### config.mk
export PLATFORM = sky130hd
export DESIGN_NAME = mtbt_core
export DESIGN_NICKNAME = d
export VERILOG_FILES = /design/src/mtbt_pkg.sv /design/src/mtbt_branch.sv /design/src/mtbt_core.sv /design/src/mtbt_decode.sv
export SDC_FILE = /design/constraint.sdc
export NUM_CORES = 1
export LEC_CHECK = 0
export ABC_AREA = 1
export BUFFER_PORTS_ARGS = -buffer_cell sky130_fd_sc_hd__buf_2
export CAP_MARGIN = 20
export CORE_MARGIN = 3
export CORE_UTILIZATION = 40
export CTS_CLUSTER_SIZE = 24
export DETAILED_ROUTE_END_ITERATION = 7
export GPL_ROUTABILITY_DRIVEN = 0
export PLACE_DENSITY = 0.63
export SLEW_MARGIN = 20
export SYNTH_ARGS = -nofsm -noshare
export SYNTH_HDL_FRONTEND = slang
export SYNTH_SLANG_ARGS = --single-unit
### constraint.sdc
create_clock -name clk -period 4.5 [get_ports clk]
set_input_delay 0 -clock clk [delete_from_list [all_inputs] [get_ports clk]]
set_output_delay 0 -clock clk [all_outputs]
set_load 0.05 [all_outputs]
### src/mtbt_pkg.sv
// Shared constants and types for the transfer and branch timing sequencer
package mtbt_pkg;
	// Instruction lengths in bytes
	localparam logic [1:0] LEN_1 = 2'h1;
	localparam logic [1:0] LEN_2 = 2'h2;
	localparam logic [1:0] LEN_3 = 2'h3;
	// Instruction durations in CPU cycles
	localparam logic [2:0] CYC_1 = 3'h1;
	localparam logic [2:0] CYC_2 = 3'h2;
	localparam logic [2:0] CYC_3 = 3'h3;
	localparam logic [2:0] CYC_4 = 3'h4;
	localparam logic [2:0] CYC_5 = 3'h5;
	// Cycle index in which a code-table byte is read
	localparam logic [2:0] TABLE_CYC = 3'h1;
	// Program counter after reset
	localparam logic [15:0] PC_RESET = 16'h0000;
	// Absolute jump: page bits in the opcode, kept bits of the counter
	localparam int PAGE_MSB = 7;
	localparam int PAGE_LSB = 5;
	localparam int KEEP_MSB = 15;
	localparam int KEEP_LSB = 11;
	// Opcodes and opcode groups that the sequencer checks by name
	localparam logic [4:0] OPG_A_FROM_REG = 5'h1d;
	localparam logic [4:0] OPG_REG_FROM_A = 5'h1f;
	localparam logic [7:0] OP_COPY_A_DIR = 8'he5;
	localparam logic [7:0] OP_COPY_DIR_DIR = 8'h85;
	localparam logic [7:0] OP_COPY_DIR_IMM = 8'h75;
	localparam logic [6:0] OPH_IND_FROM_DIR = 7'h53;
	localparam logic [7:0] OP_LOAD_POINTER = 8'h90;
	localparam logic [7:0] OP_TABLE_DATA_POINTER_REG = 8'h93;
	localparam logic [7:0] OP_TABLE_PC = 8'h83;
	localparam logic [7:0] OP_XRAM_RD_PTR = 8'he0;
	localparam logic [7:0] OP_XRAM_WR_PTR = 8'hf0;
	localparam logic [7:0] OP_STACK_PUSH = 8'hc0;
	localparam logic [7:0] OP_STACK_POP = 8'hd0;
	localparam logic [7:0] OP_SWAP_DIR = 8'hc5;
	localparam logic [6:0] OPH_NIBBLE_SWAP = 7'h6b;
	localparam logic [7:0] OP_CLEAR_CARRY = 8'hc3;
	localparam logic [7:0] OP_CLEAR_BIT = 8'hc2;
	localparam logic [7:0] OP_COPY_BIT_CARRY = 8'ha2;
	localparam logic [7:0] OP_BRANCH_CARRY = 8'h40;
	localparam logic [7:0] OP_BIT_THEN_CLEAR = 8'h10;
	localparam logic [7:0] OP_LONG_JUMP = 8'h02;
	localparam logic [7:0] OP_INDEXED_JUMP = 8'h73;
	localparam logic [7:0] OP_ACC_ZERO = 8'h60;
	localparam logic [7:0] OP_CMP_A_IMM = 8'hb4;
	localparam logic [7:0] OP_DEC_DIR = 8'hd5;
	// How an instruction changes the program counter
	typedef enum logic [3:0] {
		BR_NONE, BR_REL, BR_ABS, BR_LONG, BR_IND, BR_CSET, BR_CCLR,
		BR_BSET, BR_BCLR, BR_BSETCLR, BR_AZERO, BR_ANZ, BR_CMP, BR_DEC
	} mtbt_br_t;
	// Decoded length, duration, branch kind and table hit
	typedef struct packed {
		logic [1:0] len;
		logic [2:0] cycles;
		mtbt_br_t kind;
		logic known;
	} mtbt_dec_t;
endpackage

### src/mtbt_branch.sv
// Branch condition and target calculation for the sequencer
`timescale 1ns/100ps
module mtbt_branch (
	input mtbt_pkg::mtbt_br_t kind,
	input wire logic [1:0] len,
	input wire logic [15:0] pcNext,
	input wire logic [7:0] opcode,
	input wire logic [7:0] opByte1,
	input wire logic [7:0] opByte2,
	input wire logic [7:0] accValue,
	input wire logic [15:0] dptrValue,
	input wire logic carryFlag,
	input wire logic bitValue,
	input wire logic cmpUnequal,
	input wire logic decNonzero,
	output logic [15:0] target,
	output logic taken
);
	logic [7:0] rel; // Displacement is always the last byte
	logic [15:0] relTarget; // Sign-extended relative destination
	assign rel = (len == mtbt_pkg::LEN_3) ? opByte2 : opByte1;
	assign relTarget = pcNext + {{8{rel[7]}}, rel};

	// Condition select; conditional forms fall through when not taken
	always_comb begin
		target = relTarget;
		taken = 1'b0;
		case (kind)
			mtbt_pkg::BR_NONE: target = pcNext;
			mtbt_pkg::BR_REL: taken = 1'b1;
			mtbt_pkg::BR_ABS: begin
				taken = 1'b1;
				target = {pcNext[mtbt_pkg::KEEP_MSB:mtbt_pkg::KEEP_LSB],
					opcode[mtbt_pkg::PAGE_MSB:mtbt_pkg::PAGE_LSB], opByte1};
			end
			mtbt_pkg::BR_LONG: begin
				taken = 1'b1;
				target = {opByte1, opByte2};
			end
			mtbt_pkg::BR_IND: begin
				taken = 1'b1;
				target = dptrValue + {8'h00, accValue};
			end
			mtbt_pkg::BR_CSET: taken = carryFlag;
			mtbt_pkg::BR_CCLR: taken = !carryFlag;
			mtbt_pkg::BR_BSET: taken = bitValue;
			mtbt_pkg::BR_BSETCLR: taken = bitValue;
			mtbt_pkg::BR_BCLR: taken = !bitValue;
			mtbt_pkg::BR_AZERO: taken = (accValue == 8'h00);
			mtbt_pkg::BR_ANZ: taken = (accValue != 8'h00);
			mtbt_pkg::BR_CMP: taken = cmpUnequal;
			mtbt_pkg::BR_DEC: taken = decNonzero;
			default: target = pcNext;
		endcase
	end
endmodule

### src/mtbt_core.sv
// Fetch and cycle sequencer for transfer, bit and branch instructions
`timescale 1ns/100ps
module mtbt_core (
	input wire logic clk,
	input wire logic rst_n,
	output logic [15:0] codeAddr,
	input wire logic [7:0] codeData,
	input wire logic [7:0] accValue,
	input wire logic [15:0] dptrValue,
	input wire logic carryFlag,
	input wire logic bitValue,
	input wire logic cmpUnequal,
	input wire logic decNonzero,
	output logic instrStart,
	output logic instrLast,
	output logic retire,
	output logic [7:0] opcode,
	output logic [7:0] opByte1,
	output logic [7:0] opByte2,
	output logic [15:0] progCounter,
	output logic branchTaken,
	output logic bitClearReq,
	output logic [7:0] tableData,
	output logic tableValid,
	output logic unknownOp
);
	// Position within the current instruction, zero on its first cycle
	logic [2:0] cycCnt;
	// Decode of the byte on the code bus, only meaningful in cycle zero
	mtbt_pkg::mtbt_dec_t liveDec;
	// Decode held for the remaining cycles of the instruction
	mtbt_pkg::mtbt_dec_t latDec;
	// Decode in force this cycle
	mtbt_pkg::mtbt_dec_t curDec;
	// Opcode in force this cycle
	logic [7:0] curOp;
	// First and last cycle markers
	logic isStart;
	logic isLast;
	// Sequential successor address
	logic [15:0] pcPlusLen;
	// Branch unit answers
	logic [15:0] brTarget;
	logic brTaken;
	// Code-table lookup
	logic isTableOp;
	logic [15:0] tableAddr;
	// Next counter value, chosen at the last cycle
	logic [15:0] next_progCounter;

	// Opcode table lookup on the live code byte
	mtbt_decode u_decode (
		.opcode(codeData),
		.dec(liveDec)
	);

	assign isStart = (cycCnt == 3'h0);
	assign curDec = isStart ? liveDec : latDec;
	assign curOp = isStart ? codeData : opcode;
	// One-cycle instructions are first and last at once
	assign isLast = (cycCnt == curDec.cycles - mtbt_pkg::CYC_1);
	assign instrStart = isStart;
	assign instrLast = isLast;
	assign pcPlusLen = progCounter + {14'h0000, curDec.len};

	// Operand bytes are read from the operand registers, so the
	// branch unit sees the first operand from cycle two and the second
	// from cycle three; every branch lasts longer than its length, which makes this safe.
	mtbt_branch u_branch (
		.kind(curDec.kind),
		.len(curDec.len),
		.pcNext(pcPlusLen),
		.opcode(curOp),
		.opByte1(opByte1),
		.opByte2(opByte2),
		.accValue(accValue),
		.dptrValue(dptrValue),
		.carryFlag(carryFlag),
		.bitValue(bitValue),
		.cmpUnequal(cmpUnequal),
		.decNonzero(decNonzero),
		.target(brTarget),
		.taken(brTaken)
	);

	// Table base: the data pointer, or the address after the opcode
	assign isTableOp = (opcode == mtbt_pkg::OP_TABLE_DATA_POINTER_REG) ||
		(opcode == mtbt_pkg::OP_TABLE_PC);
	assign tableAddr = (opcode == mtbt_pkg::OP_TABLE_DATA_POINTER_REG) ?
		dptrValue + {8'h00, accValue} : pcPlusLen + {8'h00, accValue};

	// Code bus address: instruction bytes first, then any table byte.
	// Kept combinational because the memory answers in the same cycle.
	always_comb begin
		if (cycCnt < {1'b0, curDec.len}) begin
			codeAddr = progCounter + {13'h0000, cycCnt};
		end else if (isTableOp && cycCnt == mtbt_pkg::TABLE_CYC) begin
			codeAddr = tableAddr;
		end else begin
			codeAddr = progCounter;
		end
	end

	// Cycle counter; the length of a branch never depends on the
	// outcome, so the count restarts only at the decoded last cycle
	always_ff @(posedge clk) begin
		if (!rst_n) begin
			cycCnt <= 3'h0;
		end else if (isLast) begin
			cycCnt <= 3'h0;
		end else begin
			cycCnt <= cycCnt + 3'h1;
		end
	end

	// Opcode and its decode are held from the first cycle
	always_ff @(posedge clk) begin
		if (!rst_n) begin
			opcode <= 8'h00;
			latDec <= '{mtbt_pkg::LEN_1, mtbt_pkg::CYC_1,
				mtbt_pkg::BR_NONE, 1'b1};
		end else if (isStart) begin
			opcode <= codeData;
			latDec <= liveDec;
		end
	end

	// Operand bytes captured in the cycle that fetches them
	always_ff @(posedge clk) begin
		if (!rst_n) begin
			opByte1 <= 8'h00;
			opByte2 <= 8'h00;
		end else begin
			if (cycCnt == 3'h1 && curDec.len > mtbt_pkg::LEN_1) begin
				opByte1 <= codeData;
			end
			if (cycCnt == 3'h2 && curDec.len > mtbt_pkg::LEN_2) begin
				opByte2 <= codeData;
			end
		end
	end

	// Successor: branch target if taken, else the next sequential
	always_comb begin
		if (brTaken) begin
			next_progCounter = brTarget;
		end else begin
			next_progCounter = pcPlusLen;
		end
	end

	// Program counter moves only at the end of an instruction
	always_ff @(posedge clk) begin
		if (!rst_n) begin
			progCounter <= mtbt_pkg::PC_RESET;
		end else if (isLast) begin
			progCounter <= next_progCounter;
		end
	end

	// Retire strobe and outcome, one cycle after the last cycle so
	// that every operand register is already settled
	always_ff @(posedge clk) begin
		if (!rst_n) begin
			retire <= 1'b0;
			branchTaken <= 1'b0;
			unknownOp <= 1'b0;
		end else begin
			retire <= isLast;
			branchTaken <= isLast && brTaken;
			unknownOp <= isLast && !curDec.known;
		end
	end

	// Test-and-clear: ask the bit store to clear a bit found set
	always_ff @(posedge clk) begin
		if (!rst_n) begin
			bitClearReq <= 1'b0;
		end else begin
			bitClearReq <= isLast && bitValue &&
				curDec.kind == mtbt_pkg::BR_BSETCLR;
		end
	end

	// Code-table byte captured from the second read of the code bus
	always_ff @(posedge clk) begin
		if (!rst_n) begin
			tableData <= 8'h00;
			tableValid <= 1'b0;
		end else begin
			tableValid <= isTableOp && cycCnt == mtbt_pkg::TABLE_CYC;
			if (isTableOp && cycCnt == mtbt_pkg::TABLE_CYC) begin
				tableData <= codeData;
			end
		end
	end

	// Register copies with the accumulator finish in one cycle
	a_copy_reg_time:
	assert property (@(posedge clk) disable iff (!rst_n)
		isStart && (codeData[7:3] == mtbt_pkg::OPG_A_FROM_REG ||
		codeData[7:3] == mtbt_pkg::OPG_REG_FROM_A) |=> isStart)
		else $error("register copy not one cycle");

	// Direct load of the accumulator: two cycles, counter plus two
	a_direct_load_span:
	assert property (@(posedge clk) disable iff (!rst_n)
		isStart && codeData == mtbt_pkg::OP_COPY_A_DIR |=>
		!isStart ##1 isStart && progCounter == $past(progCounter, 2) + 16'h2)
		else $error("direct acc load span wrong");

	// Direct to direct: three cycles, three bytes
	a_dir_dir_span:
	assert property (@(posedge clk) disable iff (!rst_n)
		isStart && codeData == mtbt_pkg::OP_COPY_DIR_DIR |=>
		!isStart[*2] ##1 progCounter == $past(progCounter, 3) + 16'h3)
		else $error("direct to direct span wrong");

	// Immediate into a direct byte: three cycles
	a_imm_dir_time:
	assert property (@(posedge clk) disable iff (!rst_n)
		isStart && codeData == mtbt_pkg::OP_COPY_DIR_IMM |=>
		!isStart[*2] ##1 isStart)
		else $error("immediate to direct not three cycles");

	// Direct byte into indirect RAM: three cycles
	a_ind_write_time:
	assert property (@(posedge clk) disable iff (!rst_n)
		isStart && codeData[7:1] == mtbt_pkg::OPH_IND_FROM_DIR |=>
		!isStart[*2] ##1 isStart)
		else $error("direct to indirect not three cycles");

	// Pointer load: three cycles, both constant bytes fetched
	a_pointer_load:
	assert property (@(posedge clk) disable iff (!rst_n)
		isStart && codeData == mtbt_pkg::OP_LOAD_POINTER |=>
		!isStart ##1 !isStart ##1 isStart &&
		progCounter == $past(progCounter, 3) + 16'h3)
		else $error("pointer load span wrong");

	// Table reads: five cycles from pointer, four from counter
	a_table_data_pointer_reg_time:
	assert property (@(posedge clk) disable iff (!rst_n)
		isStart && codeData == mtbt_pkg::OP_TABLE_DATA_POINTER_REG |=>
		!isStart ##1 (tableValid && !isStart) ##1
		!isStart[*2] ##1 isStart)
		else $error("pointer table read not five cycles");
	a_table_pc_time:
	assert property (@(posedge clk) disable iff (!rst_n)
		isStart && codeData == mtbt_pkg::OP_TABLE_PC |=>
		!isStart[*3] ##1 isStart)
		else $error("counter table read not four cycles");

	// External read through the data pointer: three cycles
	a_xram_read_time:
	assert property (@(posedge clk) disable iff (!rst_n)
		isStart && codeData == mtbt_pkg::OP_XRAM_RD_PTR |=>
		!isStart[*2] ##1 isStart)
		else $error("external read not three cycles");

	// External write through the data pointer: four cycles
	a_xram_write_time:
	assert property (@(posedge clk) disable iff (!rst_n)
		isStart && codeData == mtbt_pkg::OP_XRAM_WR_PTR |=>
		!isStart[*3] ##1 isStart)
		else $error("external write not four cycles");

	// Stack: push three cycles, pop two
	a_stack_time:
	assert property (@(posedge clk) disable iff (!rst_n)
		isStart && (codeData == mtbt_pkg::OP_STACK_PUSH ||
		codeData == mtbt_pkg::OP_STACK_POP) |=>
		!isStart ##1 (isStart == (opcode == mtbt_pkg::OP_STACK_POP)))
		else $error("stack timing wrong");

	// Swap with a direct byte: three cycles
	a_swap_dir_time:
	assert property (@(posedge clk) disable iff (!rst_n)
		isStart && codeData == mtbt_pkg::OP_SWAP_DIR |=>
		!isStart[*2] ##1 isStart)
		else $error("direct swap not three cycles");

	// Low-nibble swap: one byte, three cycles
	a_nibble_swap:
	assert property (@(posedge clk) disable iff (!rst_n)
		isStart && codeData[7:1] == mtbt_pkg::OPH_NIBBLE_SWAP |=>
		!isStart[*2] ##1 progCounter == $past(progCounter, 3) + 16'h1)
		else $error("nibble swap span wrong");

	// Carry clear one cycle; addressed bit clear three
	a_carry_bit_time:
	assert property (@(posedge clk) disable iff (!rst_n)
		isStart && (codeData == mtbt_pkg::OP_CLEAR_BIT ||
		codeData == mtbt_pkg::OP_CLEAR_CARRY) |=>
		if (opcode == mtbt_pkg::OP_CLEAR_CARRY) isStart
		else (!isStart[*2] ##1 isStart))
		else $error("carry or bit clear time wrong");

	// Bit copy into carry: two cycles
	a_bit_carry_time:
	assert property (@(posedge clk) disable iff (!rst_n)
		isStart && codeData == mtbt_pkg::OP_COPY_BIT_CARRY |=>
		!isStart ##1 isStart)
		else $error("bit copy not two cycles");

	// Carry branch: three cycles whatever the carry holds
	a_carry_branch:
	assert property (@(posedge clk) disable iff (!rst_n)
		isStart && codeData == mtbt_pkg::OP_BRANCH_CARRY |=>
		!isStart[*2] ##1 isStart)
		else $error("carry branch not three cycles");

	// Clear request only for a set bit in the test-and-clear form
	a_bit_clear_cause:
	assert property (@(posedge clk) disable iff (!rst_n)
		bitClearReq |-> retire && opcode == mtbt_pkg::OP_BIT_THEN_CLEAR &&
		$past(bitValue))
		else $error("bit clear without cause");

	// Long jump: four cycles, lands on the two address bytes
	a_long_jump:
	assert property (@(posedge clk) disable iff (!rst_n)
		isStart && codeData == mtbt_pkg::OP_LONG_JUMP |=>
		!isStart[*3] ##1 isStart && progCounter == {opByte1, opByte2})
		else $error("long jump wrong");

	// Indexed jump lands on pointer plus accumulator
	a_indexed_jump:
	assert property (@(posedge clk) disable iff (!rst_n)
		isLast && opcode == mtbt_pkg::OP_INDEXED_JUMP && !isStart |=>
		progCounter == $past(dptrValue) + {8'h00, $past(accValue)} &&
		$past(cycCnt) == mtbt_pkg::CYC_4)
		else $error("indexed jump wrong");

	// Accumulator zero branch: four cycles
	a_acc_zero_time:
	assert property (@(posedge clk) disable iff (!rst_n)
		isStart && codeData == mtbt_pkg::OP_ACC_ZERO |=>
		!isStart[*3] ##1 isStart)
		else $error("zero branch not four cycles");

	// Compare immediate with accumulator: four cycles
	a_compare_time:
	assert property (@(posedge clk) disable iff (!rst_n)
		isStart && codeData == mtbt_pkg::OP_CMP_A_IMM |=>
		!isStart[*3] ##1 isStart)
		else $error("compare branch not four cycles");

	// Decrement direct: five cycles
	a_decrement_time:
	assert property (@(posedge clk) disable iff (!rst_n)
		isStart && codeData == mtbt_pkg::OP_DEC_DIR |=>
		!isStart[*4] ##1 isStart)
		else $error("decrement branch not five cycles");

	// Non-branch instructions move the counter by their length
	a_seq_advance:
	assert property (@(posedge clk) disable iff (!rst_n)
		isLast && curDec.kind == mtbt_pkg::BR_NONE |=>
		progCounter == $past(progCounter) + {14'h0000, $past(curDec.len)})
		else $error("sequential advance wrong");
endmodule

### src/mtbt_decode.sv
// Opcode table: byte length, cycle count and branch kind
`timescale 1ns/100ps
module mtbt_decode (
	input wire logic [7:0] opcode,
	output mtbt_pkg::mtbt_dec_t dec
);
	// Short names so that each table entry fits on one line
	localparam logic [1:0] L1 = mtbt_pkg::LEN_1;
	localparam logic [1:0] L2 = mtbt_pkg::LEN_2;
	localparam logic [1:0] L3 = mtbt_pkg::LEN_3;
	localparam logic [2:0] C1 = mtbt_pkg::CYC_1;
	localparam logic [2:0] C2 = mtbt_pkg::CYC_2;
	localparam logic [2:0] C3 = mtbt_pkg::CYC_3;
	localparam logic [2:0] C4 = mtbt_pkg::CYC_4;
	localparam logic [2:0] C5 = mtbt_pkg::CYC_5;

	// Entry for an opcode that the table knows
	function automatic mtbt_pkg::mtbt_dec_t ent(input logic [1:0] l,
		input logic [2:0] c, input mtbt_pkg::mtbt_br_t k);
		return '{len: l, cycles: c, kind: k, known: 1'b1};
	endfunction

	// Pure lookup; lengths never depend on operands, so the core can
	// plan the whole fetch from the opcode byte alone
	always_comb begin
		casez (opcode)
			8'h00, 8'b1110_1???, 8'b1111_1???,
			8'hc3, 8'hd3, 8'hb3:
				dec = ent(L1, C1, mtbt_pkg::BR_NONE);
			8'he5, 8'h74, 8'b0111_1???, 8'hf5,
			8'b1000_1???, 8'h76, 8'h77,
			8'h82, 8'hb0, 8'h72, 8'ha0, 8'ha2,
			8'hd0:
				dec = ent(L2, C2, mtbt_pkg::BR_NONE);
			8'he6, 8'he7, 8'hf6, 8'hf7, 8'b1100_1???:
				dec = ent(L1, C2, mtbt_pkg::BR_NONE);
			8'b1010_1???, 8'h86, 8'h87, 8'ha6, 8'ha7,
			8'hc0, 8'hc5, 8'hc2, 8'hd2, 8'hb2, 8'h92:
				dec = ent(L2, C3, mtbt_pkg::BR_NONE);
			8'h85, 8'h75, 8'h90:
				dec = ent(L3, C3, mtbt_pkg::BR_NONE);
			8'h93, 8'hf2, 8'hf3:
				dec = ent(L1, C5, mtbt_pkg::BR_NONE);
			8'h83, 8'he2, 8'he3, 8'hf0:
				dec = ent(L1, C4, mtbt_pkg::BR_NONE);
			8'he0, 8'hc6, 8'hc7, 8'hd6, 8'hd7:
				dec = ent(L1, C3, mtbt_pkg::BR_NONE);
			8'h40: dec = ent(L2, C3, mtbt_pkg::BR_CSET);
			8'h50: dec = ent(L2, C3, mtbt_pkg::BR_CCLR);
			8'h20: dec = ent(L3, C5, mtbt_pkg::BR_BSET);
			8'h30: dec = ent(L3, C5, mtbt_pkg::BR_BCLR);
			8'h10: dec = ent(L3, C5, mtbt_pkg::BR_BSETCLR);
			8'b???0_0001: dec = ent(L2, C3, mtbt_pkg::BR_ABS);
			8'h02: dec = ent(L3, C4, mtbt_pkg::BR_LONG);
			8'h80: dec = ent(L2, C3, mtbt_pkg::BR_REL);
			8'h73: dec = ent(L1, C5, mtbt_pkg::BR_IND);
			8'h60: dec = ent(L2, C4, mtbt_pkg::BR_AZERO);
			8'h70: dec = ent(L2, C4, mtbt_pkg::BR_ANZ);
			8'hb5, 8'hb6, 8'hb7:
				dec = ent(L3, C5, mtbt_pkg::BR_CMP);
			8'hb4, 8'b1011_1???:
				dec = ent(L3, C4, mtbt_pkg::BR_CMP);
			8'b1101_1???: dec = ent(L2, C4, mtbt_pkg::BR_DEC);
			8'hd5: dec = ent(L3, C5, mtbt_pkg::BR_DEC);
			// Outside the table: runs as one byte, one cycle, flagged
			default: dec = '{L1, C1, mtbt_pkg::BR_NONE, 1'b0};
		endcase
	end
endmodule

# Word level (Yosys, flattened, before mapping)
# Cells that the tools add are included.
[op_classes]
addsub = 7
magnitude_cmp = 3
n_eq_ne = 86
muxes = 10
n_bitwise = 1
reduce_logical = 29
[op_table]
columns = ["cell", "count"]
rows = [
  ["$eq A8 B8 Y1 const B", 46],
  ["$pmux W10 S23", 1],
  ["$eq A8 B7 Y1 const B", 10],
  ["$mux W16", 4],
  ["$pmux W16 S4", 1],
  ["$eq A5 B5 Y1 const B", 7],
  ["$add A16 B8 Y16", 2],
  ["$eq A4 B4 Y1 const B", 6],
  ["$add A16 B16 Y16", 1],
  ["$add A16 B2 Y16", 1],
  ["$add A16 B3 Y16", 1],
  ["$eq A4 B3 Y1 const B", 4],
  ["$eq A8 B6 Y1 const B", 2],
  ["$logic_not A8 Y1", 2],
  ["$mux W8", 2],
  ["$reduce_or A13 Y1", 1],
  ["$reduce_or A11 Y1", 1],
  ["$mux W10", 1],
  ["$reduce_or A10 Y1", 1],
  ["$reduce_or A5 Y1", 2],
  ["$pmux W1 S9", 1],
  ["$reduce_or A3 Y1", 3],
  ["$eq A4 B2 Y1 const B", 2],
  ["$eq A8 B2 Y1 const B", 1],
  ["22 further kinds", 33],
]
[word_totals]
ff_bits = 66
output_inout_bits = 71
elab_cells = 152

# Longest topological paths before layout
[depth]
word_depth = 9
depth_mapped = 39

# Hierarchy
# From an unflattened synthesis, not the netlist that was laid out.
[hier_totals]
hier_cells = 1313
area_unflattened_um2 = 7568.5
[modules_own_cells]
columns = ["module", "instances", "cells_each", "area_per_inst_um2", "seq_area_each_um2"]
rows = [
  ["mtbt_core", 1, 673, 4480.5, 1321.3],
  ["mtbt_branch", 1, 482, 2371.0, 0.0],
  ["mtbt_decode", 1, 158, 716.9, 0.0],
]

# Worst setup path before layout
# Ideal clock, no wire load.
[synth_timing]
path_kind = "register to output"
from = "reg cycCnt[1]"
to = "out codeAddr[7]"
t_arrival_ps = 4902
required_ps = 4500
setup_slack_ps = -402
path_stages_with_launch = 28
path_buffers = 0
cell_sequence = "dfxtp_1 -> inv_1 -> ha_1 -> nand2_1 -> inv_2 -> nand3_1 -> nor2b_1 -> nand3_1 -> nor2_1 -> nand2_2 -> nand2_1 -> inv_1 -> ha_1 -> inv_1 -> fa_1 -> or2_2 -> nor2_1 -> xor2_1 -> inv_1 -> ha_1 -> nand2_1 -> o21ai_0 -> a21oi_1 -> o21bai_1 -> nor2_1 -> o221ai_1 -> o21ai_0 -> o21ai_0"
[synth_rtl]
columns = ["item", "line", "rtl"]
rows = [
  ["start: declaration", "mtbt_core.sv:28", "logic [2:0] cycCnt;"],
  ["start signal: assignment", "mtbt_core.sv:112", "cycCnt <= cycCnt + 3'h1;"],
  ["end: declaration", "mtbt_core.sv:6", "output logic [15:0] codeAddr,"],
]

==> results summary <==
The final reports fail on negative setup slack. The tightest hold path in the finished design has a slack of 113.0 ps. The share of cells above drive strength 1 is 0.3585. The via count of the first global-routing pass came out at 7745. In this run the deepest clock path goes through 2 buffers. The share of synthesized registers carrying an async set or reset came out at 0. The clock latency on the worst-skew pair is 350 ps. The flip-flop and latch count after synthesis is 66.

The minimum clock period is 4724 ps. The data arrival time of the critical path came out at 4720 ps. The area growth from synthesis to layout is 45.54%. The cell depth of the worst min-delay path came out at 4. The clock net in this run drives a total of 66 sinks.

The number of warning messages in the yosys log is 0. The initial core utilization came out at 0.4094. The cell type contributing the most total cell area after synthesis is sky130_fd_sc_hd__dfxtp_1. The overflow left after global routing is 0. In this run the register-to-register setup slack is 110 ps.

The residual antenna-violating net count after detailed routing came out at 0. The leakage power figure came out at 4.859 nW. Yosys mapped the design onto 58 distinct sky130hd cell types. The number of buffers created by CTS came out at 9. The floorplan die height came out at 136.5 microns. The register clock-pin slew on the reported worst setup and hold paths came out at 60 ps. For this design, the slowest cell found on the critical path is sky130_fd_sc_hd__dfxtp_2.

TritonCTS built the clock tree. The number of inserted diodes is 0. The overall die area is 0.01864 sq mm.

Across the VDD grid, the largest voltage drop is 0.5643 mV. The run finished, with violations left. The cell seen most often among critical-path stages is sky130_fd_sc_hd__buf_4. The initial antenna violation count came out at 0.

Setup repair after global routing could not meet its margin everywhere. The cell at the root of the clock tree is sky130_fd_sc_hd__clkbuf_16. By area the synthesized netlist is led by sky130_fd_sc_hd__dfxtp_1, sky130_fd_sc_hd__nand2_1, sky130_fd_sc_hd__ha_1. Static timing analysis puts the maximum clock frequency at 211.7 MHz. The post-synthesis instance total came out at 1098. The cell area after technology mapping came out at 0.006814 sq mm. The area fraction in and, or, nand and nor cells after synthesis is 0.3366. Of the total synthesized cell area, the portion taken by XOR and XNOR cells is 0.06555. Dividing the detail-routed wire length by the instance count gives 17.70 microns. The worst setup path is launched from a flop. The wire length of the first global-routing pass came out at 41560 microns. In the finished design, the share of the clock period the worst path needs comes to 1.050. Using the TritonRoute via totals, the vias-per-cell ratio works out to 5.495. The worst setup path is captured at an output pin.

The power per standard cell area is 661.3 mW/mm^2. For the worst setup path, the data required time is 4500 ps. After synthesis, the largest family of logic cells by area is simple AND/OR/NAND/NOR gates. The compound-cell area share of the yosys netlist is 0.2080.

Synthesis produced a netlist with a net count of 1183. The final core utilization came out at 0.5959. The overall global routing resource usage came out at 0.2873. The floorplan has 47 rows. The clock skew is 8.321 ps. The overall die width is 136.5 microns. The final critical-path setup slack came out at -224.3 ps. The final-report hold violation count came out at 0.

The top-level port count came out at 109. Of the total synthesized cell area, the portion taken by full adders, half adders and majority gates is 0.09181. The number of cells traversed by the worst register-to-register path is 38.

The sum of routed wire length over all layers is 28290 microns. In the synthesized netlist the dominant register cell turns out to be sky130_fd_sc_hd__dfxtp_1. The critical path in this run is classified as reg2out.

The total area of sequential cells came out at 0.001324 sq mm. The post-route cell area is 0.009917 sq mm. The worst slack at placement is -422.5 ps. The area used by multi-input combinational logic came out at 0.005390 sq mm. Of the post-synthesis cell area, the dominant cell type holds 0.1939.

The number of flops mapped to enable cells by yosys is 0. For this run, the detailed router's first-pass iteration total came to 5. Entering global routing, the biggest net connects 35 pins.

The max capacitance violation total came out at 0. The relative max-transition margin came out at 0.4154. Along the worst path, the maximum fanout reaches 3.

The final number of max-transition violations is 0. The number of levels in the clock H-tree came out at 3. The post-detailed-placement half-perimeter wirelength is 21300 microns. The total via count after detailed routing came out at 8781. Summing all placed instances gives a cell area of 0.008587 sq mm.

The area of the core came out at 0.01664 sq mm. The setup-violating endpoint count in the final report is 5. The sequential share of the synthesized area is 0.1939.

The count of fill cells added during filler insertion is 1559. The largest stage delay on the critical path came out at 340 ps. The per-instance average area after synthesis is 6.206 sq um. The net total in the final layout is 1458.

The number of port buffers came out at 108. The mux contribution to synthesized area came out at 0.001469. For this run, design rule violations remaining after detail routing come to 0. At the pin with the least slew margin, the transition time is 865.9 ps. The class of the worst hold path is in2reg. The violation count after the first detailed-route iteration is 919.
metrics by stage:
step	std cells	TNS, ps	power (mW)
6_report	1598	-603.6	6.558
3_5_place_dp	1538	-3205	4.819
4_1_cts	1573	-257.4	5.945
2_1_floorplan	1098	0	3.533
3_3_place_gp	1538	-2314	4.792
5_1_grt	1598	-2152	6.913
cells in the final DEF (no fill, tap or decap), types with 11 or more instances in the layout:
cell type                  instances
sky130_fd_sc_hd__buf_4           190
sky130_fd_sc_hd__a21oi_2          20
sky130_fd_sc_hd__o21ai_1          23
sky130_fd_sc_hd__nand4_1          17
sky130_fd_sc_hd__ha_1             31
sky130_fd_sc_hd__inv_1           103
sky130_fd_sc_hd__nand2_1         201
sky130_fd_sc_hd__o21ai_0          67
sky130_fd_sc_hd__xor2_1           40
sky130_fd_sc_hd__nor2_1          120
sky130_fd_sc_hd__dfxtp_1          64
sky130_fd_sc_hd__inv_2            20
sky130_fd_sc_hd__o22ai_1          20
sky130_fd_sc_hd__o211ai_1         12
sky130_fd_sc_hd__nand2_2          29
sky130_fd_sc_hd__a21oi_1          67
sky130_fd_sc_hd__nor2_4           11
sky130_fd_sc_hd__buf_2            97
sky130_fd_sc_hd__nor3_1           20
sky130_fd_sc_hd__nand3_1          60
sky130_fd_sc_hd__nor2_2           17
power breakdown:
part / internal (mW) / total (mW) / switching (mW)
clock: 0.462 / 0.764 / 0.302
sequential: 0.741 / 0.910 / 0.169
combinational: 1.77 / 4.88 / 3.11
cell families (layout without fill, tap and decap cells):
| kind of cell | after synthesis | count (layout) |
|---|---|---|
| compound gates | 248 | 248 |
| xor+xnor | 51 | 51 |
| fa+ha+maj | 47 | 47 |
| buf+inv | 169 | 448 |
| flops | 66 | 66 |
| mux | 1 | 1 |
| simple gates | 516 | 517 |
layout make-up:
type | count | area share
clock buffers | 11 | 0.02549
clock inverters | 5 | 0.006056
inverters | 130 | 0.05097
multi-input cells | 864 | 0.5435
flip-flops and latches | 66 | 0.1335
well taps | 220 | 0.02776
repair buffers | 302 | 0.2127
repair_timing:
action	CTS	global route
hold buffers	1	0
setup endpoints to repair	15	24
endpoints found under the hold margin	1	0
cloned	1	1
resized for setup	56	118
setup buffers	17	27
pin swaps	26	58
metal layers:
layer  global-route usage  vias to the layer above  part of all wire
met3              0.06066                       63              0.10
met4               0.1013                        0             0.029
li1                     -                     4229                 -
met2               0.4176                      484              0.42
met5                    0                        -                 0
met1               0.4173                     4005              0.45
cells in the mapped netlist (14+ instances only):
master and number:
sky130_fd_sc_hd__dfxtp_1 66, sky130_fd_sc_hd__nand3_1 69, sky130_fd_sc_hd__inv_1 113, sky130_fd_sc_hd__a21oi_1 81, sky130_fd_sc_hd__o21ai_0 83, sky130_fd_sc_hd__xor2_1 45, sky130_fd_sc_hd__ha_1 42, sky130_fd_sc_hd__clkbuf_1 18
sky130_fd_sc_hd__nand4_1 17, sky130_fd_sc_hd__nor2_1 134, sky130_fd_sc_hd__nor3_1 22, sky130_fd_sc_hd__nand2_1 225, sky130_fd_sc_hd__o22ai_1 21, sky130_fd_sc_hd__o21ai_1 14
sequential cells by signal, summed over array words and instances (netlist names):
signal       cells
progCounter     16
tableData        8
opByte1          8
opByte2          8
branchTaken      1
latDec          10
unknownOp        1
retire           1
cycCnt           3
tableValid       1
bitClearReq      1
opcode           8
final timing paths:
check | startpoint | endpoint
worst max-delay path | cycCnt[0] | codeAddr[7]
worst min register to register | latDec[7] | latDec[7]
worst min-delay path | codeData[1] | opcode[1]
worst max register to register | cycCnt[1] | progCounter[11]
critical path, delay by kind of cell, from the launching register on:
kind / cells / cell delay [ps]
AOI/OAI and AO/OA: 8 / 1280
adders and majority gates: 4 / 840
buffers and inverters: 11 / 990
DFF: 1 / 340
and+or+nand+nor: 11 / 920
Note: power is estimated with default switching activity, not from simulation.
